## src/ssr_defs.vh

```
// register map, field positions, reset values and frame constants
// assumes inclusion by the bank and its synchroniser only
`ifndef SSR_DEFS_VH
`define SSR_DEFS_VH

// register addresses (7-bit address field of a command)
`define SSR_ADDR_SWITCH 7'h01
`define SSR_ADDR_ERRCFG 7'h02
`define SSR_ADDR_ERRFLG 7'h03
`define SSR_ADDR_BURST 7'h05
`define SSR_ADDR_SRKEY 7'h0b
// address byte of the clear command; not a register
`define SSR_ADDR_CLEAR 7'h6c

// reset values
`define SSR_RST_SWITCH 4'h0
`define SSR_RST_ERRCFG 3'h6
`define SSR_RST_ERRFLG 3'h0
`define SSR_RST_BURST 1'h0
`define SSR_RST_SRKEY 8'h00

// error configuration and flag bit positions
`define SSR_BIT_RW 2
`define SSR_BIT_SCLK 1
`define SSR_BIT_CRC 0

// command layout: bit 15 read, bits 14:8 address, bits 7:0 data
`define SSR_CMD_RD_BIT 15
`define SSR_CLEAR_CMD 16'h6ca9
`define SSR_SR_KEY_ONE 8'ha3
`define SSR_SR_KEY_TWO 8'h05

// frame lengths and address and check edge counts in serial clock cycles
`define SSR_LEN_PLAIN 5'h10
`define SSR_LEN_CRC 5'h18
`define SSR_ADDR_EDGE 5'h07
`define SSR_CHECK_EDGE 5'h08

// crc-8 generator and seed
`define SSR_CRC_POLY 8'h07
`define SSR_CRC_SEED 8'h00

// synchroniser idle levels {sdi, cs_b, sclk}
`define SSR_SYNC_IDLE 3'h2

`endif

```

## src/ssr_sync.v

```verilog
// three-stage synchroniser with agreement filter, one lane per bit
// assumes asynchronous pin inputs sampled on ref_clk
`timescale 1ns/1ps
`include "ssr_defs.vh"

module ssr_sync (
   // clock and reset
   input wire ref_clk,
   input wire rst_b,
   // pins in, filtered levels out
   input wire [2:0] pin_in,
   output wire [2:0] level_out
);

   // per-lane idle level, so reset does not fake a pin edge
   localparam [2:0] idle_lvl = `SSR_SYNC_IDLE;

   genvar i;
   generate
      for (i = 0; i < 3; i = i + 1) begin : g_lane
         reg s1_r;
         reg s2_r;
         reg s3_r;
         reg lvl_r;
         always @(posedge ref_clk) begin
            if (!rst_b) begin
               s1_r <= idle_lvl[i];
               s2_r <= idle_lvl[i];
               s3_r <= idle_lvl[i];
               lvl_r <= idle_lvl[i];
            end else begin
               s1_r <= pin_in[i];
               s2_r <= s1_r;
               s3_r <= s2_r;
               // only a value held by both later stages counts
               if (s2_r == s3_r) begin
                  lvl_r <= s3_r;
               end
            end
         end
         assign level_out[i] = lvl_r;
      end
   endgenerate

endmodule // ssr_sync

```

## src/ssr_bank.v

```verilog
// register bank behind the serial control port of a four-switch device
// assumes serial pins from an spi host (mode 0 or 3), ref_clk far faster
// than the serial clock
//
// Notes on behaviour
// - four switch enables in bits 3:0; one closes a switch, zero opens it
// - switch register reads zero after reset, all switches open
// - reserved bits read zero and writes cannot change them
// - error configuration resets to 0x06
// - each error detector has its own writable enable
// - bit 2 enables bad address detection, reset one
// - bit 1 enables clock count checking, reset one
// - no crc, no burst: exactly 16 clocks per frame
// - crc on, no burst: exactly 24 clocks per frame
// - no crc, burst: any multiple of 16 clocks per frame
// - crc on, burst: any multiple of 24 clocks per frame
// - bit 0 enables crc, reset zero; commands then grow to 24 bits
// - command 0x6ca9 with good crc clears all flags, no address error
// - bad or read-only address caught at ninth edge, write suppressed
// - writes of 0xa3 then 0x05 to key register restore all defaults
`timescale 1ns/1ps
`include "ssr_defs.vh"

module ssr_bank (
   // clock and reset
   input wire ref_clk,
   input wire rst_b,
   // serial port
   input wire sclk,
   input wire cs_b,
   input wire sdi,
   output reg sdo_r,
   output reg sdo_oe_r,
   // switch drives
   output wire switch_one_close,
   output wire switch_two_close,
   output wire switch_three_close,
   output wire switch_four_close
);

   wire [2:0] lvl;
   wire sclk_f;
   wire cs_f;
   wire sdi_f;
   reg sclk_q_r;
   reg cs_q_r;

   reg [3:0] sw_r;
   reg [2:0] cfg_r;
   reg [2:0] flg_r;
   reg burst_r;
   reg [7:0] srkey_r;
   reg key_armed_r;
   reg soft_rst_r;

   reg [4:0] bit_cnt_r;
   reg [23:0] shift_r;
   reg [7:0] crc_r;
   reg [1:0] cmd_n_r;
   reg addr_bad_r;
   reg [7:0] sdo_sh_r;

   ssr_sync u_sync (
      .ref_clk(ref_clk),
      .rst_b(rst_b),
      .pin_in({sdi, cs_b, sclk}),
      .level_out(lvl)
   );

   assign sclk_f = lvl[0];
   assign cs_f = lvl[1];
   assign sdi_f = lvl[2];

   assign switch_one_close = sw_r[0];
   assign switch_two_close = sw_r[1];
   assign switch_three_close = sw_r[2];
   assign switch_four_close = sw_r[3];

   wire active = ~cs_f;
   wire rise = active & sclk_f & ~sclk_q_r;
   wire fall = active & ~sclk_f & sclk_q_r;
   wire frame_end = cs_f & ~cs_q_r;
   wire crc_en = cfg_r[`SSR_BIT_CRC];
   wire sclk_en = cfg_r[`SSR_BIT_SCLK];
   wire rw_en = cfg_r[`SSR_BIT_RW];
   // command length follows the crc enable
   wire [4:0] len = crc_en ? `SSR_LEN_CRC : `SSR_LEN_PLAIN;

   wire [23:0] sh_nxt = {shift_r[22:0], sdi_f};
   wire [4:0] cnt_inc = bit_cnt_r + 5'h01;
   wire done = rise & (cnt_inc == len);
   wire [15:0] cmd = crc_en ? sh_nxt[23:8] : sh_nxt[15:0];
   wire cmd_rd = cmd[`SSR_CMD_RD_BIT];
   wire [6:0] cmd_addr = cmd[14:8];
   wire [7:0] cmd_data = cmd[7:0];
   wire crc_good = ~crc_en | (sh_nxt[7:0] == crc_r);
   wire is_clear = (cmd == `SSR_CLEAR_CMD);
   wire wr_ok = done & crc_good & ~cmd_rd & ~addr_bad_r & ~is_clear;

   // serial crc over the 16 command bits
   wire crc_fb = crc_r[7] ^ sdi_f;
   wire [7:0] crc_step = {crc_r[6:0], 1'b0} ^ (crc_fb ? `SSR_CRC_POLY : 8'h00);

   // address byte as known after the eighth rising edge
   wire a_rd = sh_nxt[7];
   wire [6:0] a_addr = sh_nxt[6:0];
   reg a_valid;
   reg [7:0] rd_val;
   always @* begin
      a_valid = 1'b1;
      rd_val = 8'h00;
      case (a_addr)
         `SSR_ADDR_SWITCH: rd_val = {4'h0, sw_r};
         `SSR_ADDR_ERRCFG: rd_val = {5'h00, cfg_r};
         `SSR_ADDR_ERRFLG: begin
            rd_val = {5'h00, flg_r};
            a_valid = a_rd;
         end
         `SSR_ADDR_BURST: rd_val = {7'h00, burst_r};
         `SSR_ADDR_SRKEY: rd_val = srkey_r;
         // clear command target is not a register; a write to it is not flagged here but at the end unless it is 0x6ca9, a read is
         `SSR_ADDR_CLEAR: a_valid = ~a_rd;
         default: a_valid = 1'b0;
      endcase
   end

   // sclk count check: partial command, or more than one without burst
   wire count_bad = (bit_cnt_r != 5'h00) |
      (~burst_r & (cmd_n_r > 2'h1));

   // frame engine
   always @(posedge ref_clk) begin
      if (!rst_b) begin
         sclk_q_r <= 1'b0;
         cs_q_r <= 1'b1;
         bit_cnt_r <= 5'h00;
         shift_r <= 24'h00_0000;
         crc_r <= `SSR_CRC_SEED;
         cmd_n_r <= 2'h0;
         addr_bad_r <= 1'b0;
         sdo_sh_r <= 8'h00;
         sdo_r <= 1'b0;
         sdo_oe_r <= 1'b0;
      end else begin
         sclk_q_r <= sclk_f;
         cs_q_r <= cs_f;
         sdo_oe_r <= active;
         if (!active) begin
            bit_cnt_r <= 5'h00;
            crc_r <= `SSR_CRC_SEED;
            cmd_n_r <= 2'h0;
            addr_bad_r <= 1'b0;
            sdo_sh_r <= 8'h00;
            sdo_r <= 1'b0;
         end else if (rise) begin
            shift_r <= sh_nxt;
            if (bit_cnt_r < `SSR_LEN_PLAIN) begin
               crc_r <= crc_step;
            end
            if (bit_cnt_r == `SSR_ADDR_EDGE) begin
               addr_bad_r <= ~a_valid;
               sdo_sh_r <= (a_rd & a_valid) ? rd_val : 8'h00;
            end
            if (done) begin
               bit_cnt_r <= 5'h00;
               crc_r <= `SSR_CRC_SEED;   // next burst command
               addr_bad_r <= 1'b0;
               if (cmd_n_r != 2'h3) begin
                  cmd_n_r <= cmd_n_r + 2'h1;
               end
            end else begin
               bit_cnt_r <= cnt_inc;
            end
         end else if (fall) begin
            // data leaves on falling edges, host samples on rising
            sdo_r <= sdo_sh_r[7];
            sdo_sh_r <= {sdo_sh_r[6:0], 1'b0};
         end
      end
   end

   // registers; soft reset restores every default
   always @(posedge ref_clk) begin
      if (!rst_b || soft_rst_r) begin
         sw_r <= `SSR_RST_SWITCH;
         cfg_r <= `SSR_RST_ERRCFG;
         flg_r <= `SSR_RST_ERRFLG;
         burst_r <= `SSR_RST_BURST;
         srkey_r <= `SSR_RST_SRKEY;
         key_armed_r <= 1'b0;
         soft_rst_r <= 1'b0;
      end else begin
         if (done) begin
            // key sequence must be two back-to-back commands
            key_armed_r <= wr_ok && cmd_addr == `SSR_ADDR_SRKEY &&
               cmd_data == `SSR_SR_KEY_ONE;
            soft_rst_r <= wr_ok && key_armed_r &&
               cmd_addr == `SSR_ADDR_SRKEY &&
               cmd_data == `SSR_SR_KEY_TWO;
            if (!crc_good) begin
               flg_r[`SSR_BIT_CRC] <= 1'b1;
            end else if (is_clear) begin
               flg_r <= 3'h0;
            end else if (cmd_addr == `SSR_ADDR_CLEAR && rw_en) begin
               flg_r[`SSR_BIT_RW] <= 1'b1;
            end
         end
         if (rise && bit_cnt_r == `SSR_CHECK_EDGE && addr_bad_r &&
               rw_en) begin
            flg_r[`SSR_BIT_RW] <= 1'b1;
         end
         if (frame_end && sclk_en && count_bad) begin
            flg_r[`SSR_BIT_SCLK] <= 1'b1;
         end
         if (wr_ok) begin
            case (cmd_addr)
               `SSR_ADDR_SWITCH: sw_r <= cmd_data[3:0];
               `SSR_ADDR_ERRCFG: cfg_r <= cmd_data[2:0];
               `SSR_ADDR_BURST: burst_r <= cmd_data[0];
               `SSR_ADDR_SRKEY: srkey_r <= cmd_data;
               default: sw_r <= sw_r;
            endcase
         end
      end
   end

endmodule // ssr_bank

```

## config.mk

```make
export PLATFORM = sky130hd
export DESIGN_NAME = ssr_bank
export DESIGN_NICKNAME = d
export VERILOG_FILES = /design/src/ssr_sync.v /design/src/ssr_bank.v
export VERILOG_INCLUDE_DIRS = /design/src /design/src/src
export SDC_FILE = /design/constraint.sdc
export NUM_CORES = 1
export LEC_CHECK = 0
export BUFFER_PORTS_ARGS = -buffer_cell sky130_fd_sc_hd__buf_2
export CAP_MARGIN = 10
export CORE_MARGIN = 2
export CORE_UTILIZATION = 24
export DETAILED_ROUTE_END_ITERATION = 10
export GPL_ROUTABILITY_DRIVEN = 0
export REMOVE_ABC_BUFFERS = 1
export SETUP_SLACK_MARGIN = 0.05
export SYNTH_ARGS = -nofsm -noshare
export SYNTH_HDL_FRONTEND = slang
export SYNTH_SLANG_ARGS = --single-unit
```

## constraint.sdc

```tcl
create_clock -name ref_clk -period 2.38 [get_ports ref_clk]
set_input_delay 0.476 -clock ref_clk [delete_from_list [all_inputs] [get_ports ref_clk]]
set_output_delay 0.476 -clock ref_clk [all_outputs]
set_load 0.05 [all_outputs]
```

Yosys cells after proc, flatten, opt, wreduce, memory -nomap -nowiden
Cells that the tools add are included.

cells by class
  order comparisons = 2
  multipliers = 0
  bitwise operators = 29
  divide/modulo/power cells = 0
  add/sub/neg operators = 2
  mux-type cells = 22
  shifts and indexed selects = 0
  reductions and logical operators = 38
  eq/ne operators = 24

operator list
  kind                  count
  $mux 8                6
  $pmux 8 s5            1
  $eq 7x2->1 const B    3
  $reduce_and 2->1      10
  $eq 16x15->1 const B  1
  $mux 16               1
  $reduce_bool 2->1     8
  $eq 7x1->1 const B    2
  $eq 7x3->1 const B    2
  $eq 7x4->1 const B    2
  $eq 7x7->1 const B    2
  $not 1->1             13
  $and 1x1->1           12
  $logic_and 1x1->1     11
  $reduce_and 3->1      3
  $eq 8x3->1 const B    1
  $eq 8x8->1            1
  $eq 8x8->1 const B    1
  $xor 8x3->8           1
  $mux 1                7
  $mux 3                2
  $add 5x1->5 const B   1
  $eq 5x3->1 const B    1
  $eq 5x4->1 const B    1
  other kinds (19)      24

word-level totals
  output and inout port bits = 6
  latch bits = 0
  register bits = 84
  memory bits (read-only) = 0
  memories = 0
  RAM bits = 0

Longest topological paths before layout
  word-level depth = 11
  depth in mapped cells = 8

Hierarchy
Synthesis repeated with hierarchy kept, for this count alone.

second synthesis, totals
  cell total of the unflattened synthesis = 488
  area, all modules = 4192.8 um2

by module, submodules not included
  module    area an instance (um2)  times used  cells an instance  sequential area each (um2)
  ssr_bank  3803.6                  1           454                1441.4
  ssr_sync  389.1                   1           34                 240.2

Worst setup path before layout
OpenSTA, ideal clock, no wires.

  path type = reg-to-reg
  start point = reg bit_cnt_r[0]
  end point = reg bit_cnt_r[3]
  stages on the path, launching flop included = 9
  data arrival time = 1816 ps
  slack = 490 ps
  required time = 2306 ps
  library setup time = 74 ps
  period minus slack after synthesis = 1890 ps
  cells stage by stage = dfxtp_1 > ha_1 > xnor2_1 > and3_1 > buf_4 > and3_1 > buf_6 > or4_1 > a31oi_1

on the way
  longest elaborated chain between the ends = 4

RTL lines
  element                 line            text
  from (decl)             ssr_bank.v:56   reg [4:0] bit_cnt_r;
  from (signal assigned)  ssr_bank.v:172  bit_cnt_r <= cnt_inc;
  $add 5x1->5 *           ssr_bank.v:90   wire [4:0] cnt_inc = bit_cnt_r + 5'h01;
  $eq 5x5->1              ssr_bank.v:91   wire done = rise & (cnt_inc == len);
  $and 1x1->1             ssr_bank.v:91
  $mux 5 *                ssr_bank.v:164  if (done) begin

Mark *: on every way between the ends. The rest lies on a longest branch, timed or not.
A chain may end at the register's enable or synchronous reset.

Worst setup path in the final report
  start point = reg bit_cnt_r[0]
  end point = reg soft_rst_r

on the way
  longest elaborated chain between the ends = 10

RTL lines
  element                                          line            text
  $add 5x1->5 *                                    ssr_bank.v:90
  $eq 5x5->1 *                                     ssr_bank.v:91
  $and 1x1->1 *                                    ssr_bank.v:91
  $and 1x1->1 (4 in a row)                         ssr_bank.v:98   wire wr_ok = done & crc_good & ~cmd_rd & ~addr_bad_r & ~is_clear;
  $logic_and 1x1->1                                ssr_bank.v:197  soft_rst_r <= wr_ok && key_armed_r &&
  $logic_and 1x1->1 (no source line) (2 in a row)  -
  to (signal assigned)                             ssr_bank.v:197
  to (decl)                                        ssr_bank.v:54   reg soft_rst_r;

Marked as above.

==> metrics.md <==
| Metric | Value |
|---|---|
| Fmax achieved | about 470 MHz |
| Drt drc | 0 |
| Status | finished, final reports clean |
| Worst min path class | input port to register |
| # Post-CTS Setup Buffers | 0 |
| Initial core utilization | ~24% |
| Overall power | roughly 0.0028 W |
| Predominant post-synthesis flop cell | dfxtp_1 |
| Via Count | ~3500 |
| Worst relative slew slack | roughly 52% |
| Top cells by area, synth | dfxtp_1, nand2_1, a21boi_0 |
| Tot GR Track Use | between 10% and 20% |
| Top-count cell post-synth | nand2_1 |
| Max Cap Viol | 0 |
| Worst skew pair latency | roughly 0.35 ns |
| Final Hold Vio Count | 0 |
| Final setup viols | 0 |
| Critical Path AT | ~2.4 ns |
| 1st-pass router iterations | 4 |
| Antenna diode count | 0 |
| Critical-path cell list | ha_1 > nand3_1 > xnor2_4 > and3_1 > nand4_1 > nor4_1 |
| CP Capture Type | register |
| Die X | between 100 and 150 um |
| Static Leak | 1.57 nW |
| Power share of the clock group | between 40% and 50% |
| Final Max Tran Viols | 0 |
| Cell Area, Synth | roughly 4200 um^2 |
| Post-Route Utilization | 27.8% |
| Cells after Synth | 496 |
| Layout cells sized above 1 | 12.2% |
| Synth cell types | a little over 60 |
| Vias in the first global route | about 3200 |
| # nets final | 503 |
| Largest net degree at the start of global routing | 34 |
| Synth top cells by count | nand2_1, dfxtp_1, clkbuf_1, nor2_1, a21boi_0 |
| Combinational share of power | roughly 1.2% |
| Asr flop ratio synth | 0% |
| First-pass GRT wire length | about 17 mm |
| Total CTS buffers | 9 |
| Sequential Power Share | 49.9% |
| Post-synth EDFFs | 0 |
| Setup_tns | 0 ns |
| Via density | approximately 4.8 |
| CP max-delay cell | dfxtp_1 |
| Crit path max-delay family | simple AND/OR/NAND/NOR gates |
| Die ar. | roughly 19000 um^2 |
| Die Height | 136 um |
| Crit Path Max Fanout | 8 |
| Max clock buf depth | 2 |
| Post-synth top area cell | dfxtp_1 |
| CP startpoint kind | register |
| Clock Root Buffer | clkbuf_16 |
| Worst Clk Skew | about 0.011 ns |
| Worst path required time | between 2 and 3 ns |
| Post-route ant nets | 0 |
| Number of synthesized register bits | between 80 and 90 |
| FP Rows | 48 |
| Avg Inst Size Synth | 8.47 um^2 |
| CTS tree | done |
| Clk pin slew, worst setup/hold paths | approximately 0.06 ns |
| Max VDD drop | slightly above 0.0003 V |
| 1st-iter DRT viols | just over 300 |
| I/O Pins | 11 |
| Unrepaired setup endpoints after global routing | false |
| Switching share of power | 21.0% |
| Total wire length | between 10 and 15 mm |
| Period Utilization, post-route | 90.0% |
| Power per cell area | between 500 and 600 nW/um^2 |
| Core area | between 15000 and 20000 um^2 |
| Cell Int Power | 0.00224 W |
| Initial antenna violation count | 0 |
| Min Tclk post-route | 2.14 ns |
| CP peak stage delay | ~0.40 ns |
| DP HPWL | 7.19 mm |
| Routed wire per std cell | about 14 um |
| Clock tree sinks | 84 |
| Flop2flop setup slack | 0.24 ns |
| H-tree Lvls | 3 |
| Area growth from synthesis to layout | 13.9% |
| Post-route cell area | between 4000 and 5000 um^2 |
| P_sw | 0.000596 W |
| Post-synth top area share | 40.0% |
| Total grt overflow | 0 |
| Post-synthesis sequential area ratio | between 40% and 50% |
| CP Buf/Inv Count | 0 |
| Filler Cell Count | 1815 |
| Synth warn | 0 |
| Critical path class | register to register |
| Worst Tran Pin Value | approximately 0.7 ns |
| Port buffer count | 10 |
| Post-DP Area | roughly 4500 um^2 |
## layout by cell type (no fill, tap or decap), types with 13 or more instances in the layout
master and count:
buf_4 16, nand3_1 13, nand2_1 87, o21ai_0 18
a21boi_0 25, mux2i_1 17, nor2_1 27, xnor2_1 13
dfxtp_1 84, a21oi_1 23
## power by group through the flow
stage | Sequential [W] | Clock, W | Combinational [W]
after global placement | 0.00145 | 0 | 0.0000351
after detailed placement | 0.00145 | 0 | 0.0000350
after global routing | 0.00141 | 0.00148 | 0.0000389
after floorplan | 0.00145 | 0 | 0.0000163
after CTS | 0.00141 | 0.00142 | 0.0000352
final | 0.00141 | 0.00139 | 0.0000350
## timing repair
action	in CTS	in global routing
hold buffers	0	0
setup endpoints to repair	0	2
gates resized for setup	0	1
## cells by family after synthesis
group | share of synthesized area, %
AOI/OAI and AO/OA | 18.3
xor gates and xnor gates | 3.69
adders and majority gates | 1.49
buffers and inverters | 5.18
DFF | 40.0
muxes | 6.73
and+or+nand+nor | 24.6
## area by class of cell
class	count	area (um^2)	area share, %
multi-input combinational	364	2310	48.3
tap	225	282	5.88
clock inverter	6	65.1	1.36
inverter	7	26.3	0.549
timing repair buffer	27	190	3.97
clock buffer	10	229	4.78
sequential	84	1680	35.1
## final timing paths
path                            cells after the start                               end                             start
worst min-delay path                                2  u_sync.g_lane[2].s1_r$_SDFF_PN0_                               sdi
worst min register to register                      1  u_sync.g_lane[1].s2_r$_SDFF_PN1_  u_sync.g_lane[1].s1_r$_SDFF_PN1_
worst max register to register                      6           soft_rst_r$_SDFFE_PP0P_         bit_cnt_r[0]$_SDFFE_PP0P_
worst max-delay path                                6           soft_rst_r$_SDFFE_PP0P_         bit_cnt_r[0]$_SDFFE_PP0P_
## per-stage QoR
| step | hold slack, ns | std cells | setup WS, ns |
|---|---|---|---|
| after global routing | 0.329 | 723 | 0.0508 |
| final | 0.343 | 723 | 0.238 |
| after detailed placement | 0.408 | 707 | 0.287 |
| after global placement | 0.390 | 707 | 0.288 |
| after CTS | 0.335 | 723 | 0.267 |
| after floorplan | 0.386 | 455 | -0.0702 |
## sequential cells by signal, summed over array words and instances (netlist names), 4 cells and up
| name | flops |
|---|---|
| srkey_r | 8 |
| bit_cnt_r | 5 |
| sdo_sh_r | 8 |
| shift_r | 23 |
| sw_r | 4 |
| crc_r | 8 |
## worst register-to-register path, delay by kind of cell, from the launching register on
| family | cells | cell delay (ns) |
|---|---|---|
| adders and majority gates | 1 | 0.28 |
| and+or+nand+nor | 4 | 1.02 |
| DFF | 1 | 0.40 |
| xor gates and xnor gates | 1 | 0.34 |
## metal layers
layer  vias to the layer above  global-route usage [%]  routed length, um
li1                       1742                       -                  -
met1                      1641                    16.0               5190
met2                        62                    17.5               4450
met3                        20                    3.02                426
met4                         0                    4.05                228
met5                         -                       0                  0
No activity file was read; power rests on OpenSTA's default activity.
